File: src/inc/speed_ref_pkg.sv
package speed_ref_pkg;
  // reference source codes (a source selector field holds one of these)
  localparam logic [3:0] SRC_ZERO = 4'h0;
  localparam logic [3:0] SRC_ANALOG = 4'h1;
  localparam logic [3:0] SRC_CONSOLE = 4'h2;
  localparam logic [3:0] SRC_PRESET_BASE = 4'h3;
  localparam logic [3:0] SRC_SELECTOR = 4'hB;
  localparam logic [3:0] SRC_COMBINER = 4'hC;

  typedef enum logic [1:0] {
    METHOD_MUX = 2'h0,
    METHOD_MULTI = 2'h1,
    METHOD_TALLY = 2'h2
  } selection_method_t;

  typedef enum logic [1:0] {
    CFG_REF_ONLY = 2'h0,
    CFG_REF_LATCH = 2'h1,
    CFG_REF_START_STOP = 2'h2
  } user_cfg_t;

  // operating modes, gray coded along the usual path
  typedef enum logic [2:0] {
    MODE_LOCAL = 3'h0,
    MODE_REMOTE = 3'h1,
    MODE_USER = 3'h3,
    MODE_JOG = 3'h2,
    MODE_OVERRIDE = 3'h6
  } op_mode_t;

  // register offsets (byte addresses)
  localparam logic [7:0] ADDR_CTRL = 8'h00;
  localparam logic [7:0] ADDR_SRC = 8'h04;
  localparam logic [7:0] ADDR_USER = 8'h08;
  localparam logic [7:0] ADDR_RAMP = 8'h0C;
  localparam logic [7:0] ADDR_MSG0_LO = 8'h10;
  localparam logic [7:0] ADDR_MSG0_HI = 8'h14;
  localparam logic [7:0] ADDR_MSG1_LO = 8'h18;
  localparam logic [7:0] ADDR_MSG1_HI = 8'h1C;
  localparam logic [7:0] ADDR_PRESET_BASE = 8'h20;
  localparam logic [7:0] ADDR_CONSOLE = 8'h40;
  localparam logic [7:0] ADDR_STATUS = 8'h44;
  localparam logic [7:0] ADDR_SPEED = 8'h48;
  localparam logic [7:0] ADDR_MSG_LO = 8'h4C;
  localparam logic [7:0] ADDR_MSG_HI = 8'h50;

  localparam logic [15:0] RAMP_RESET = 16'h0064;
  localparam logic [15:0] RAMP_MIN = 16'h0005;
  localparam logic [15:0] RAMP_MAX = 16'h1770;
  localparam logic [15:0] CONSOLE_STEP = 16'h0001;

  typedef struct packed {
    logic [7:0] paddr;
    logic psel;
    logic penable;
    logic pwrite;
    logic [31:0] pwdata;
  } apb_req_t;

  typedef struct packed {
    logic [31:0] prdata;
    logic pready;
    logic pslverr;
  } apb_rsp_t;

  typedef struct packed {
    logic remote_select;
    logic override_activation_input;
    logic jog_forward_mode;
    logic jog_reverse_mode;
    logic [1:0] user_mode_input;
    logic stop_n;
    logic run_forward_latch;
    logic raise_reference_input;
    logic lower_reference_input;
    logic console_up;
    logic console_down;
    logic [7:0] selector_inputs;
  } digital_in_t;

  typedef struct packed {
    logic signed [15:0] speed_command;
    logic run;
    logic reverse;
    logic [15:0] ramp_up_time;
    logic [15:0] ramp_down_time;
    logic [2:0] mode;
  } drive_out_t;
endpackage : speed_ref_pkg

File: src/verilog/speed_reference_selector.sv
`timescale 1ns/1ns
`default_nettype none
module speed_reference_selector
  import speed_ref_pkg::*;
#(
  parameter int WIDTH = 16
) (
  // clock and reset
  input wire logic clk,
  input wire logic rstn,
  input wire logic ce,
  // register bus
  input wire apb_req_t apb_req,
  output apb_rsp_t apb_rsp,
  // drive side
  input wire digital_in_t din,
  input wire logic signed [WIDTH-1:0] analog_in [3],
  input wire logic signed [WIDTH-1:0] retained_console,
  output drive_out_t drive_out,
  output logic [63:0] status_message,
  output logic signed [WIDTH-1:0] console_store
);

  typedef struct packed {
    logic [31:0] ctrl;
    logic [31:0] src;
    logic [31:0] user;
    logic [15:0] ramp;
    logic [3:0][31:0] msg;
    logic [7:0][15:0] preset;
    logic signed [15:0] console;
    logic loaded;
    logic run_latch;
    logic [1:0] user_prev;
    apb_rsp_t rsp;
    drive_out_t out;
    logic [63:0] message;
  } state_t;

  state_t state_reg, state_next;

  // ctrl, src and user fields
  logic keep_console_reference_flag, clear_on_stop_flag;
  selection_method_t selection_method;
  logic analog_combine_function;
  logic [3:0] local_reference_selection, remote_sel, override_reference_selection;
  logic [3:0] jog_sel, jog_reverse_sel, first_configurable_source, second_configurable_source;
  logic [3:0] user_ref [2];
  user_cfg_t user_mode_start_stop_config [2];
  logic [2:0] comb_src_valid;

  assign keep_console_reference_flag = state_reg.ctrl[0];
  assign clear_on_stop_flag = state_reg.ctrl[1];
  assign selection_method = selection_method_t'(state_reg.ctrl[3:2]);
  assign analog_combine_function = state_reg.ctrl[4];
  assign comb_src_valid = state_reg.ctrl[7:5];
  assign local_reference_selection = state_reg.src[3:0];
  assign remote_sel = state_reg.src[7:4];
  assign override_reference_selection = state_reg.src[11:8];
  assign jog_sel = state_reg.src[15:12];
  assign jog_reverse_sel = state_reg.src[27:24];
  assign first_configurable_source = state_reg.src[19:16];
  assign second_configurable_source = state_reg.src[23:20];
  assign user_ref[0] = state_reg.user[3:0];
  assign user_ref[1] = state_reg.user[7:4];
  assign user_mode_start_stop_config[0] = user_cfg_t'(state_reg.user[9:8]);
  assign user_mode_start_stop_config[1] = user_cfg_t'(state_reg.user[11:10]);

  // analog combiner
  // two spare bits: three full-scale inputs cannot overflow the sum
  logic signed [WIDTH+1:0] comb_sum;
  logic [1:0] comb_cnt;
  logic signed [WIDTH-1:0] comb_max, comb_out;
  always_comb begin
    comb_sum = '0;
    comb_cnt = 2'h0;
    // start at the most negative value so a lone negative input still wins
    comb_max = {1'b1, {(WIDTH-1){1'b0}}};
    for (int i = 0; i < 3; i++) begin
      if (comb_src_valid[i]) begin
        if (analog_in[i] != '0) begin
          comb_sum = comb_sum + (WIDTH+2)'(analog_in[i]);
          comb_cnt = comb_cnt + 2'h1;
        end
        if (analog_in[i] > comb_max) begin
          comb_max = analog_in[i];
        end
      end
    end
    if (analog_combine_function) begin
      comb_out = (comb_src_valid == 3'h0) ? '0 : comb_max;
    end else if (comb_cnt == 2'h0) begin
      comb_out = '0;
    end else begin
      comb_out = WIDTH'(comb_sum / $signed({1'b0, comb_cnt}));
    end
  end

  // reference selector index 0..7
  logic [2:0] sel_idx;
  logic [3:0] tally;
  always_comb begin
    sel_idx = 3'h0;
    tally = 4'h0;
    case (selection_method)
      METHOD_MUX: begin
        // bit order: selector one is the msb, selector three the lsb
        sel_idx = {din.selector_inputs[0], din.selector_inputs[1], din.selector_inputs[2]};
      end
      METHOD_MULTI: begin
        for (int i = 7; i >= 0; i--) begin
          if (din.selector_inputs[i]) begin
            sel_idx = 3'(i);
          end
        end
      end
      METHOD_TALLY: begin
        for (int i = 0; i < 8; i++) begin
          tally = tally + {3'h0, din.selector_inputs[i]};
        end
        // a count of n selects position n; none active gives position one
        sel_idx = (tally == 4'h0) ? 3'h0 : 3'(tally - 4'h1);
      end
      default: sel_idx = 3'h0;
    endcase
  end

  logic signed [15:0] selector_value;

  // the selector's value comes in as an argument, so the selector never
  // reads itself through this function and no combinational loop forms
  function automatic logic signed [15:0] source_value(input logic [3:0] code, input logic signed [15:0] sel_val);
    source_value = '0;
    if (code == SRC_ANALOG) begin
      source_value = analog_in[0];
    end else if (code == SRC_CONSOLE) begin
      source_value = state_reg.console;
    end else if (code >= SRC_PRESET_BASE && code < SRC_SELECTOR) begin
      source_value = state_reg.preset[3'(code - SRC_PRESET_BASE)];
    end else if (code == SRC_COMBINER) begin
      source_value = comb_out;
    end else if (code == SRC_SELECTOR) begin
      source_value = sel_val;
    end
  endfunction : source_value

  // a selector entry that names the selector itself reads as zero
  always_comb begin
    if (sel_idx == 3'h0) begin
      selector_value = source_value(first_configurable_source, 16'sh0);
    end else if (sel_idx == 3'h1) begin
      selector_value = source_value(second_configurable_source, 16'sh0);
    end else begin
      selector_value = state_reg.preset[sel_idx];
    end
  end

  // mode resolution: override > jog > user modes > remote/local
  op_mode_t mode;
  logic user_active;
  logic user_idx;
  logic jog_any;
  assign jog_any = din.jog_forward_mode | din.jog_reverse_mode;
  always_comb begin
    user_active = din.user_mode_input[0] | din.user_mode_input[1];
    user_idx = !din.user_mode_input[0];
    if (din.override_activation_input) begin
      mode = MODE_OVERRIDE;
    end else if (jog_any) begin
      mode = MODE_JOG;
    end else if (user_active) begin
      mode = MODE_USER;
    end else if (din.remote_select) begin
      mode = MODE_REMOTE;
    end else begin
      mode = MODE_LOCAL;
    end
  end

  logic [3:0] active_src;
  logic run_now, stop_cmd;
  logic hold_run;
  always_comb begin
    case (mode)
      MODE_OVERRIDE: active_src = override_reference_selection;
      MODE_JOG: active_src = din.jog_forward_mode ? jog_sel : jog_reverse_sel;
      MODE_USER: active_src = user_ref[user_idx];
      MODE_REMOTE: active_src = remote_sel;
      MODE_LOCAL: active_src = local_reference_selection;
      default: active_src = SRC_ZERO;
    endcase
    // held-input user modes run only while asserted
    hold_run = 1'b0;
    for (int i = 0; i < 2; i++) begin
      if (din.user_mode_input[i] && user_mode_start_stop_config[i] == CFG_REF_START_STOP) begin
        hold_run = 1'b1;
      end
    end
    // the run output follows the latch one cycle late, so a stop needs two
    // edges to reach the run output; the latch itself clears at once
    run_now = jog_any | hold_run | state_reg.run_latch;
    stop_cmd = state_reg.out.run && !run_now;
  end

  // bus access
  logic bus_access, wr, rd_hit;
  logic [31:0] rdata;
  assign bus_access = apb_req.psel && apb_req.penable;
  assign wr = bus_access && apb_req.pwrite;
  always_comb begin
    rd_hit = 1'b1;
    rdata = 32'h0;
    case (apb_req.paddr)
      ADDR_CTRL: rdata = state_reg.ctrl;
      ADDR_SRC: rdata = state_reg.src;
      ADDR_USER: rdata = state_reg.user;
      ADDR_RAMP: rdata = {16'h0, state_reg.ramp};
      ADDR_MSG0_LO: rdata = state_reg.msg[0];
      ADDR_MSG0_HI: rdata = state_reg.msg[1];
      ADDR_MSG1_LO: rdata = state_reg.msg[2];
      ADDR_MSG1_HI: rdata = state_reg.msg[3];
      ADDR_CONSOLE: rdata = {{16{state_reg.console[15]}}, state_reg.console};
      ADDR_STATUS: rdata = {26'h0, state_reg.out.mode, state_reg.run_latch, state_reg.out.run, state_reg.loaded};
      ADDR_SPEED: rdata = {{16{state_reg.out.speed_command[15]}}, state_reg.out.speed_command};
      ADDR_MSG_LO: rdata = state_reg.message[31:0];
      ADDR_MSG_HI: rdata = state_reg.message[63:32];
      default: begin
        if (apb_req.paddr >= ADDR_PRESET_BASE && apb_req.paddr < ADDR_CONSOLE && apb_req.paddr[1:0] == 2'h0) begin
          rdata = {16'h0, state_reg.preset[apb_req.paddr[4:2]]};
        end else begin
          rd_hit = 1'b0;
        end
      end
    endcase
  end

  always_comb begin
    state_next = state_reg;
    state_next.rsp.pready = 1'b0;
    state_next.rsp.pslverr = 1'b0;
    // one wait state: answer comes the cycle after the access phase starts
    if (bus_access && !state_reg.rsp.pready) begin
      state_next.rsp.pready = 1'b1;
      state_next.rsp.pslverr = !rd_hit;
      state_next.rsp.prdata = apb_req.pwrite ? 32'h0 : rdata;
      if (wr && rd_hit) begin
        case (apb_req.paddr)
          ADDR_CTRL: state_next.ctrl = apb_req.pwdata;
          ADDR_SRC: state_next.src = apb_req.pwdata;
          ADDR_USER: state_next.user = apb_req.pwdata;
          ADDR_RAMP: begin
            // out-of-range ramp writes are clamped to the legal span
            if (apb_req.pwdata[15:0] < RAMP_MIN) begin
              state_next.ramp = RAMP_MIN;
            end else if (apb_req.pwdata[15:0] > RAMP_MAX) begin
              state_next.ramp = RAMP_MAX;
            end else begin
              state_next.ramp = apb_req.pwdata[15:0];
            end
          end
          ADDR_MSG0_LO: state_next.msg[0] = apb_req.pwdata;
          ADDR_MSG0_HI: state_next.msg[1] = apb_req.pwdata;
          ADDR_MSG1_LO: state_next.msg[2] = apb_req.pwdata;
          ADDR_MSG1_HI: state_next.msg[3] = apb_req.pwdata;
          ADDR_CONSOLE: state_next.console = apb_req.pwdata[15:0];
          default: begin
            if (apb_req.paddr >= ADDR_PRESET_BASE && apb_req.paddr < ADDR_CONSOLE) begin
              state_next.preset[apb_req.paddr[4:2]] = apb_req.pwdata[15:0];
            end
          end
        endcase
      end
    end

    // power-up load of the console reference: reset clears ctrl and with it
    // the keep flag, so the load waits for the first ctrl write, which brings it
    // until then the console leaves zero only through a bus write to ADDR_CONSOLE and ignores the buttons
    if (!state_reg.loaded) begin
      if (wr && !state_reg.rsp.pready && apb_req.paddr == ADDR_CTRL) begin
        state_next.loaded = 1'b1;
        state_next.console = apb_req.pwdata[0] ? retained_console : '0;
      end
    end else if (clear_on_stop_flag && stop_cmd) begin
      state_next.console = '0;
    end else if ((din.console_up || din.raise_reference_input) && !(din.console_down || din.lower_reference_input)) begin
      if (state_reg.console != 16'sh7FFF) begin
        state_next.console = state_reg.console + CONSOLE_STEP;
      end
    end else if ((din.console_down || din.lower_reference_input) && !(din.console_up || din.raise_reference_input)) begin
      if (state_reg.console != 16'sh8001) begin
        state_next.console = state_reg.console - CONSOLE_STEP;
      end
    end
    // without clear-on-stop a stop leaves the value alone

    // run latch
    // previous user inputs: the latch mode starts on a rising edge only
    state_next.user_prev = din.user_mode_input;
    if (jog_any) begin
      state_next.run_latch = 1'b0;
    end else if (!din.stop_n) begin
      state_next.run_latch = 1'b0;
    end else begin
      for (int i = 0; i < 2; i++) begin
        if (din.user_mode_input[i] && user_mode_start_stop_config[i] == CFG_REF_START_STOP) begin
          state_next.run_latch = 1'b0;
        end else if (din.user_mode_input[i] && !state_reg.user_prev[i]
                     && user_mode_start_stop_config[i] == CFG_REF_LATCH) begin
          state_next.run_latch = 1'b1;
        end
      end
      // reference-only inputs leave the latch untouched
      if (din.run_forward_latch) begin
        state_next.run_latch = 1'b1;
      end
    end

    state_next.out.mode = mode;
    state_next.out.run = run_now;
    // override always runs forward, even with reverse jog held
    state_next.out.reverse = din.jog_reverse_mode && !din.override_activation_input;
    state_next.out.speed_command = source_value(active_src, selector_value);
    if (mode == MODE_OVERRIDE) begin
      state_next.out.ramp_up_time = state_reg.ramp;
      state_next.out.ramp_down_time = state_reg.ramp;
    end else begin
      state_next.out.ramp_up_time = state_reg.user[31:16];
      state_next.out.ramp_down_time = state_reg.ctrl[31:16];
    end
    state_next.message = (mode == MODE_USER) ? {state_reg.msg[{user_idx, 1'b1}], state_reg.msg[{user_idx, 1'b0}]}
                                              : 64'h0;
  end

  always_ff @(posedge clk or negedge rstn) begin
    if (!rstn) begin
      state_reg <= '0;
      // the override ramp comes up at its default, not at zero
      state_reg.ramp <= RAMP_RESET;
    end else if (ce) begin
      state_reg <= state_next;
    end
  end

  assign apb_rsp = state_reg.rsp;
  assign drive_out = state_reg.out;
  assign status_message = state_reg.message;
  assign console_store = state_reg.console;

endmodule : speed_reference_selector
`default_nettype wire
File: config.mk
export PLATFORM = sky130hd
export DESIGN_NAME = speed_reference_selector
export DESIGN_NICKNAME = d
export VERILOG_FILES = /design/src/inc/speed_ref_pkg.sv /design/src/verilog/speed_reference_selector.sv
export SDC_FILE = /design/constraint.sdc
export NUM_CORES = 2
export LEC_CHECK = 0
export ABC_AREA = 0
export BUFFER_PORTS_ARGS = -buffer_cell sky130_fd_sc_hd__buf_2
export CAP_MARGIN = 25
export CORE_UTILIZATION = 45
export CTS_BUF_LIST = sky130_fd_sc_hd__clkbuf_4
export CTS_CLUSTER_DIAMETER = 40
export DETAILED_ROUTE_END_ITERATION = 16
export HOLD_SLACK_MARGIN = 0.02
export SYNTH_ARGS = -nofsm -noshare
export SYNTH_HDL_FRONTEND = slang
export SYNTH_SLANG_ARGS = --single-unit
File: constraint.sdc
create_clock -name clk -period 74.9 [get_ports clk]
set_clock_uncertainty 0.2 [all_clocks]
set_input_delay 7.49 -clock clk [delete_from_list [all_inputs] [get_ports clk]]
set_output_delay 7.49 -clock clk [all_outputs]
set_load 0.05 [all_outputs]
==> run_results.csv <==
group,metric,value,unit
run_status,outcome,"finished clean",
routing,post_drt_wl_per_cell,29.15,um
pwr,power,0.7023,mW
die,fp.coreArea,0.09487,mm2
logic_synthesis,syn_inst,4608,
placed_design,place_hpwl,124.1,mm
sta,max_freq,21.27,MHz
logic_synthesis,synth_edf_count,0,
sta,final-max-slew-violation-count,0,
min_path,min_path_type,"reg -> reg",
logic_synthesis,async_flop_share,1.000,
pwr,sw_frac_of_total,0.3257,
routing,ant_nets,0,
grt,grt_pass1_vias,38610,
routing,avgViaCountPerCell,6.763,
routing,first_pass_iters,8,
setup_path,critPathCaptureType,"flip-flop",
pwr,clkPwrFrac,0.399,
logic_synthesis,syn_area,0.04304,mm2
pwr,p_seq_frac,0.429,
clocking,holdBufCountCts,0,
routing,drc_errors,0,
clocking,cts_buffers,151,
pwr,p_comb_frac,0.172,
flow_run,drv_cap,0,
cells_and_area,syn_to_final_growth,8.201,%
logic_synthesis,ys_seq_area_frac,0.3135,
logic_synthesis,synth_nets,4864,
setup_path,startpoint_type,"input port",
grt,grt_pass1_wl,258.9,mm
cells_and_area,largest_reg_flops,336,
setup_path,crit_slowest_cell,"a221oi_1",
setup_path,regToRegStartpoint,"comb_src_valid[1]$_DFFE_PN0P_",
logic_synthesis,avgSynthCellArea,9.340,um2
die,dieArea,0.09688,mm2
setup_path,crit_start,"analog_in[36]",
sta,setup_viol,0,
logic_synthesis,yosys_warnings,0,
sta,tightest_slew,1122,ps
grt,track_usage,0.3553,
die,die_x,311.3,um
logic_synthesis,synth_seq_cells,539,
grt,overflow,0,
clocking,cts_tree,"built",
cells_and_area,final_nets,4927,
setup_path,worst-endpoint-arrival,47690,ps
setup_path,critPathMaxFanout,12,
setup_path,regToRegSetupSlack,33720,ps
cells_and_area,final_layout_size_suffix_gt1_frac,0.2670,
sta,fin_hold_ws,277.2,ps
routing,drt_iter0_drc,5476,
die,start_util,0.4536,
die,rows,113,
clocking,worstSkewPairLatency,1010,ps
clocking,h-tree-depth,4,
pwr,power.leakage,20.79,nW
placed_design,place_area,0.04462,mm2
clocking,cts-root-buf,"clkbuf_4",
clocking,clkSinkCount,539,
clocking,path_clk_slew,60,ps
logic_synthesis,ys_top_cells_by_area,"dfrtp_1, mux2_2, mux4_2, mux2i_1, ha_1",
setup_path,critPathMaxStageDelay,810,ps
setup_path,path_common_cell,"ha_1",
setup_path,crit_required,75560,ps
grt,grt_max_degree,159,
logic_synthesis,synthDistinctLibCells,122,
routing,totalWireLength,176.2,mm
placed_design,io_buffers,296,
die,ioPinCount,297,
sta,hold_viol,0,
pwr,power.switching,0.2287,mW
logic_synthesis,netlist.area_leader.share,0.3117,
grt,antenna_found_initial,18,
cells_and_area,stdcell_count,6046,
min_path,hold_path.startpoint,"apb_rsp[5]$_DFFE_PN0P_",
sta,post-route-min-period,47020,ps
placed_design,place_inst,5781,
setup_path,crit_type,"in -> reg",
logic_synthesis,synth_top_flop_cell,"dfrtp_1",
pwr,p_int,0.4736,mW
die,die_y,311.3,um
sta,finalWorstSetupSlack,27880,ps
setup_path,critPathCapture,"drive_out[44]$_DFFE_PN0P_",
logic_synthesis,yosysTopAreaCell,"dfrtp_1",
routing,vias,40890,
placed_design,place_congestion,1.015,
pwr,power.density,15.08,mW/mm2
sta,rsz0062_at_grt,"false",
cells_and_area,finalInstanceArea,0.04657,mm2
clocking,post_cts_resized,0,
setup_path,r2r-end,"drive_out[44]$_DFFE_PN0P_",
sta,maxSlewHeadroom,0.2493,
clocking,cts_max_path_buffers,3,
sta,fin_crit_sh,0.6278,
sta,tns,0,ps
pwr,peakVddDrop,0.00001492,V
clocking,post_cts_buffers,0,
cells_and_area,utilization,0.4909,
setup_path,reg2reg_depth,144,
placed_design,placement.setup.worst_slack,27840,ps
-- power by group through the flow --
stage / Clock, mW / Sequential, mW / Combinational, mW
2_1_floorplan: 0 / 0.304 / 0.0759
3_3_place_gp: 0 / 0.306 / 0.117
4_1_cts: 0.283 / 0.301 / 0.118
5_1_grt: 0.298 / 0.301 / 0.127
3_5_place_dp: 0 / 0.306 / 0.117
6_report: 0.281 / 0.301 / 0.121
-- Yosys cell counts, drive strengths merged (52+ instances only) --
cell / number
a211oi: 52
a21oi: 283
a221oi: 60
a22oi: 92
buf: 245
clkbuf: 243
dfrtp: 536
ha: 121
inv: 147
mux2: 390
mux2i: 208
mux4: 128
nand2: 363
nand3: 98
nor2: 329
nor3: 103
o21ai: 225
o22ai: 95
-- layout make-up --
| cell class | instances | area [um2] |
|---|---|---|
| Clock buffer | 217 | 1629 |
| Timing Repair Buffer | 398 | 2316 |
| Tap cell | 1265 | 1583 |
| Fill cell | 9039 | 48300 |
| Multi-Input combinational cell | 3434 | 26700 |
| Clock inverter | 32 | 261.5 |
| Antenna cell | 14 | 35.03 |
| Inverter | 147 | 551.8 |
| Sequential cell | 539 | 13490 |
-- how the worst min path moves through the flow --
stage	end	slack (ps)	cells past startpoint
after global placement	apb_rsp[3]$_DFFE_PN0P_	250	2
after detailed placement	apb_rsp[3]$_DFFE_PN0P_	260	2
after global routing	apb_rsp[5]$_DFFE_PN0P_	310	2
after floorplan	apb_rsp[2]$_DFFE_PN0P_	240	2
final	apb_rsp[5]$_DFFE_PN0P_	280	2
after CTS	apb_rsp[3]$_DFFE_PN0P_	270	2
-- kinds of logic after synthesis --
kind of cell | count (synthesis) | share of synthesized area
flops | 539 | 0.3135
buf+inv | 635 | 0.07070
mux | 726 | 0.2174
simple gates | 1237 | 0.1406
xor+xnor | 88 | 0.01791
compound gates | 1257 | 0.2024
fa+ha+maj | 126 | 0.03750
-- worst max-delay path: cells and delay by family --
kind	cells	cell delay (ps)
and+or+nand+nor	59	17120
muxes	5	2050
adders and majority gates	20	6250
AOI/OAI and AO/OA	59	14000
buffers and inverters	4	690
-- placed cells by master, fill, tap and decap left out, drive strengths merged, types with 43 or more instances in the layout --
cell type / instances
ha: 121
mux2i: 208
nor2: 329
o21ai: 225
o22ai: 95
and2: 50
mux4: 128
clkbuf: 217
nand3: 98
a22o: 43
a22oi: 92
a211oi: 52
nand2: 363
mux2: 390
a21oi: 283
buf: 398
inv: 153
nor3: 103
a221oi: 60
nor4: 49
xnor2: 49
dfrtp: 536
-- layer usage --
layer / vias up / global-route usage / part of all wire
met3: 400 / 0.1093 / 0.12
met5: - / 0 / 0.00062
met2: 2557 / 0.5062 / 0.42
met1: 20430 / 0.4972 / 0.42
met4: 16 / 0.1471 / 0.041
li1: 17490 / - / -
Note: power is estimated with default switching activity, not from simulation.
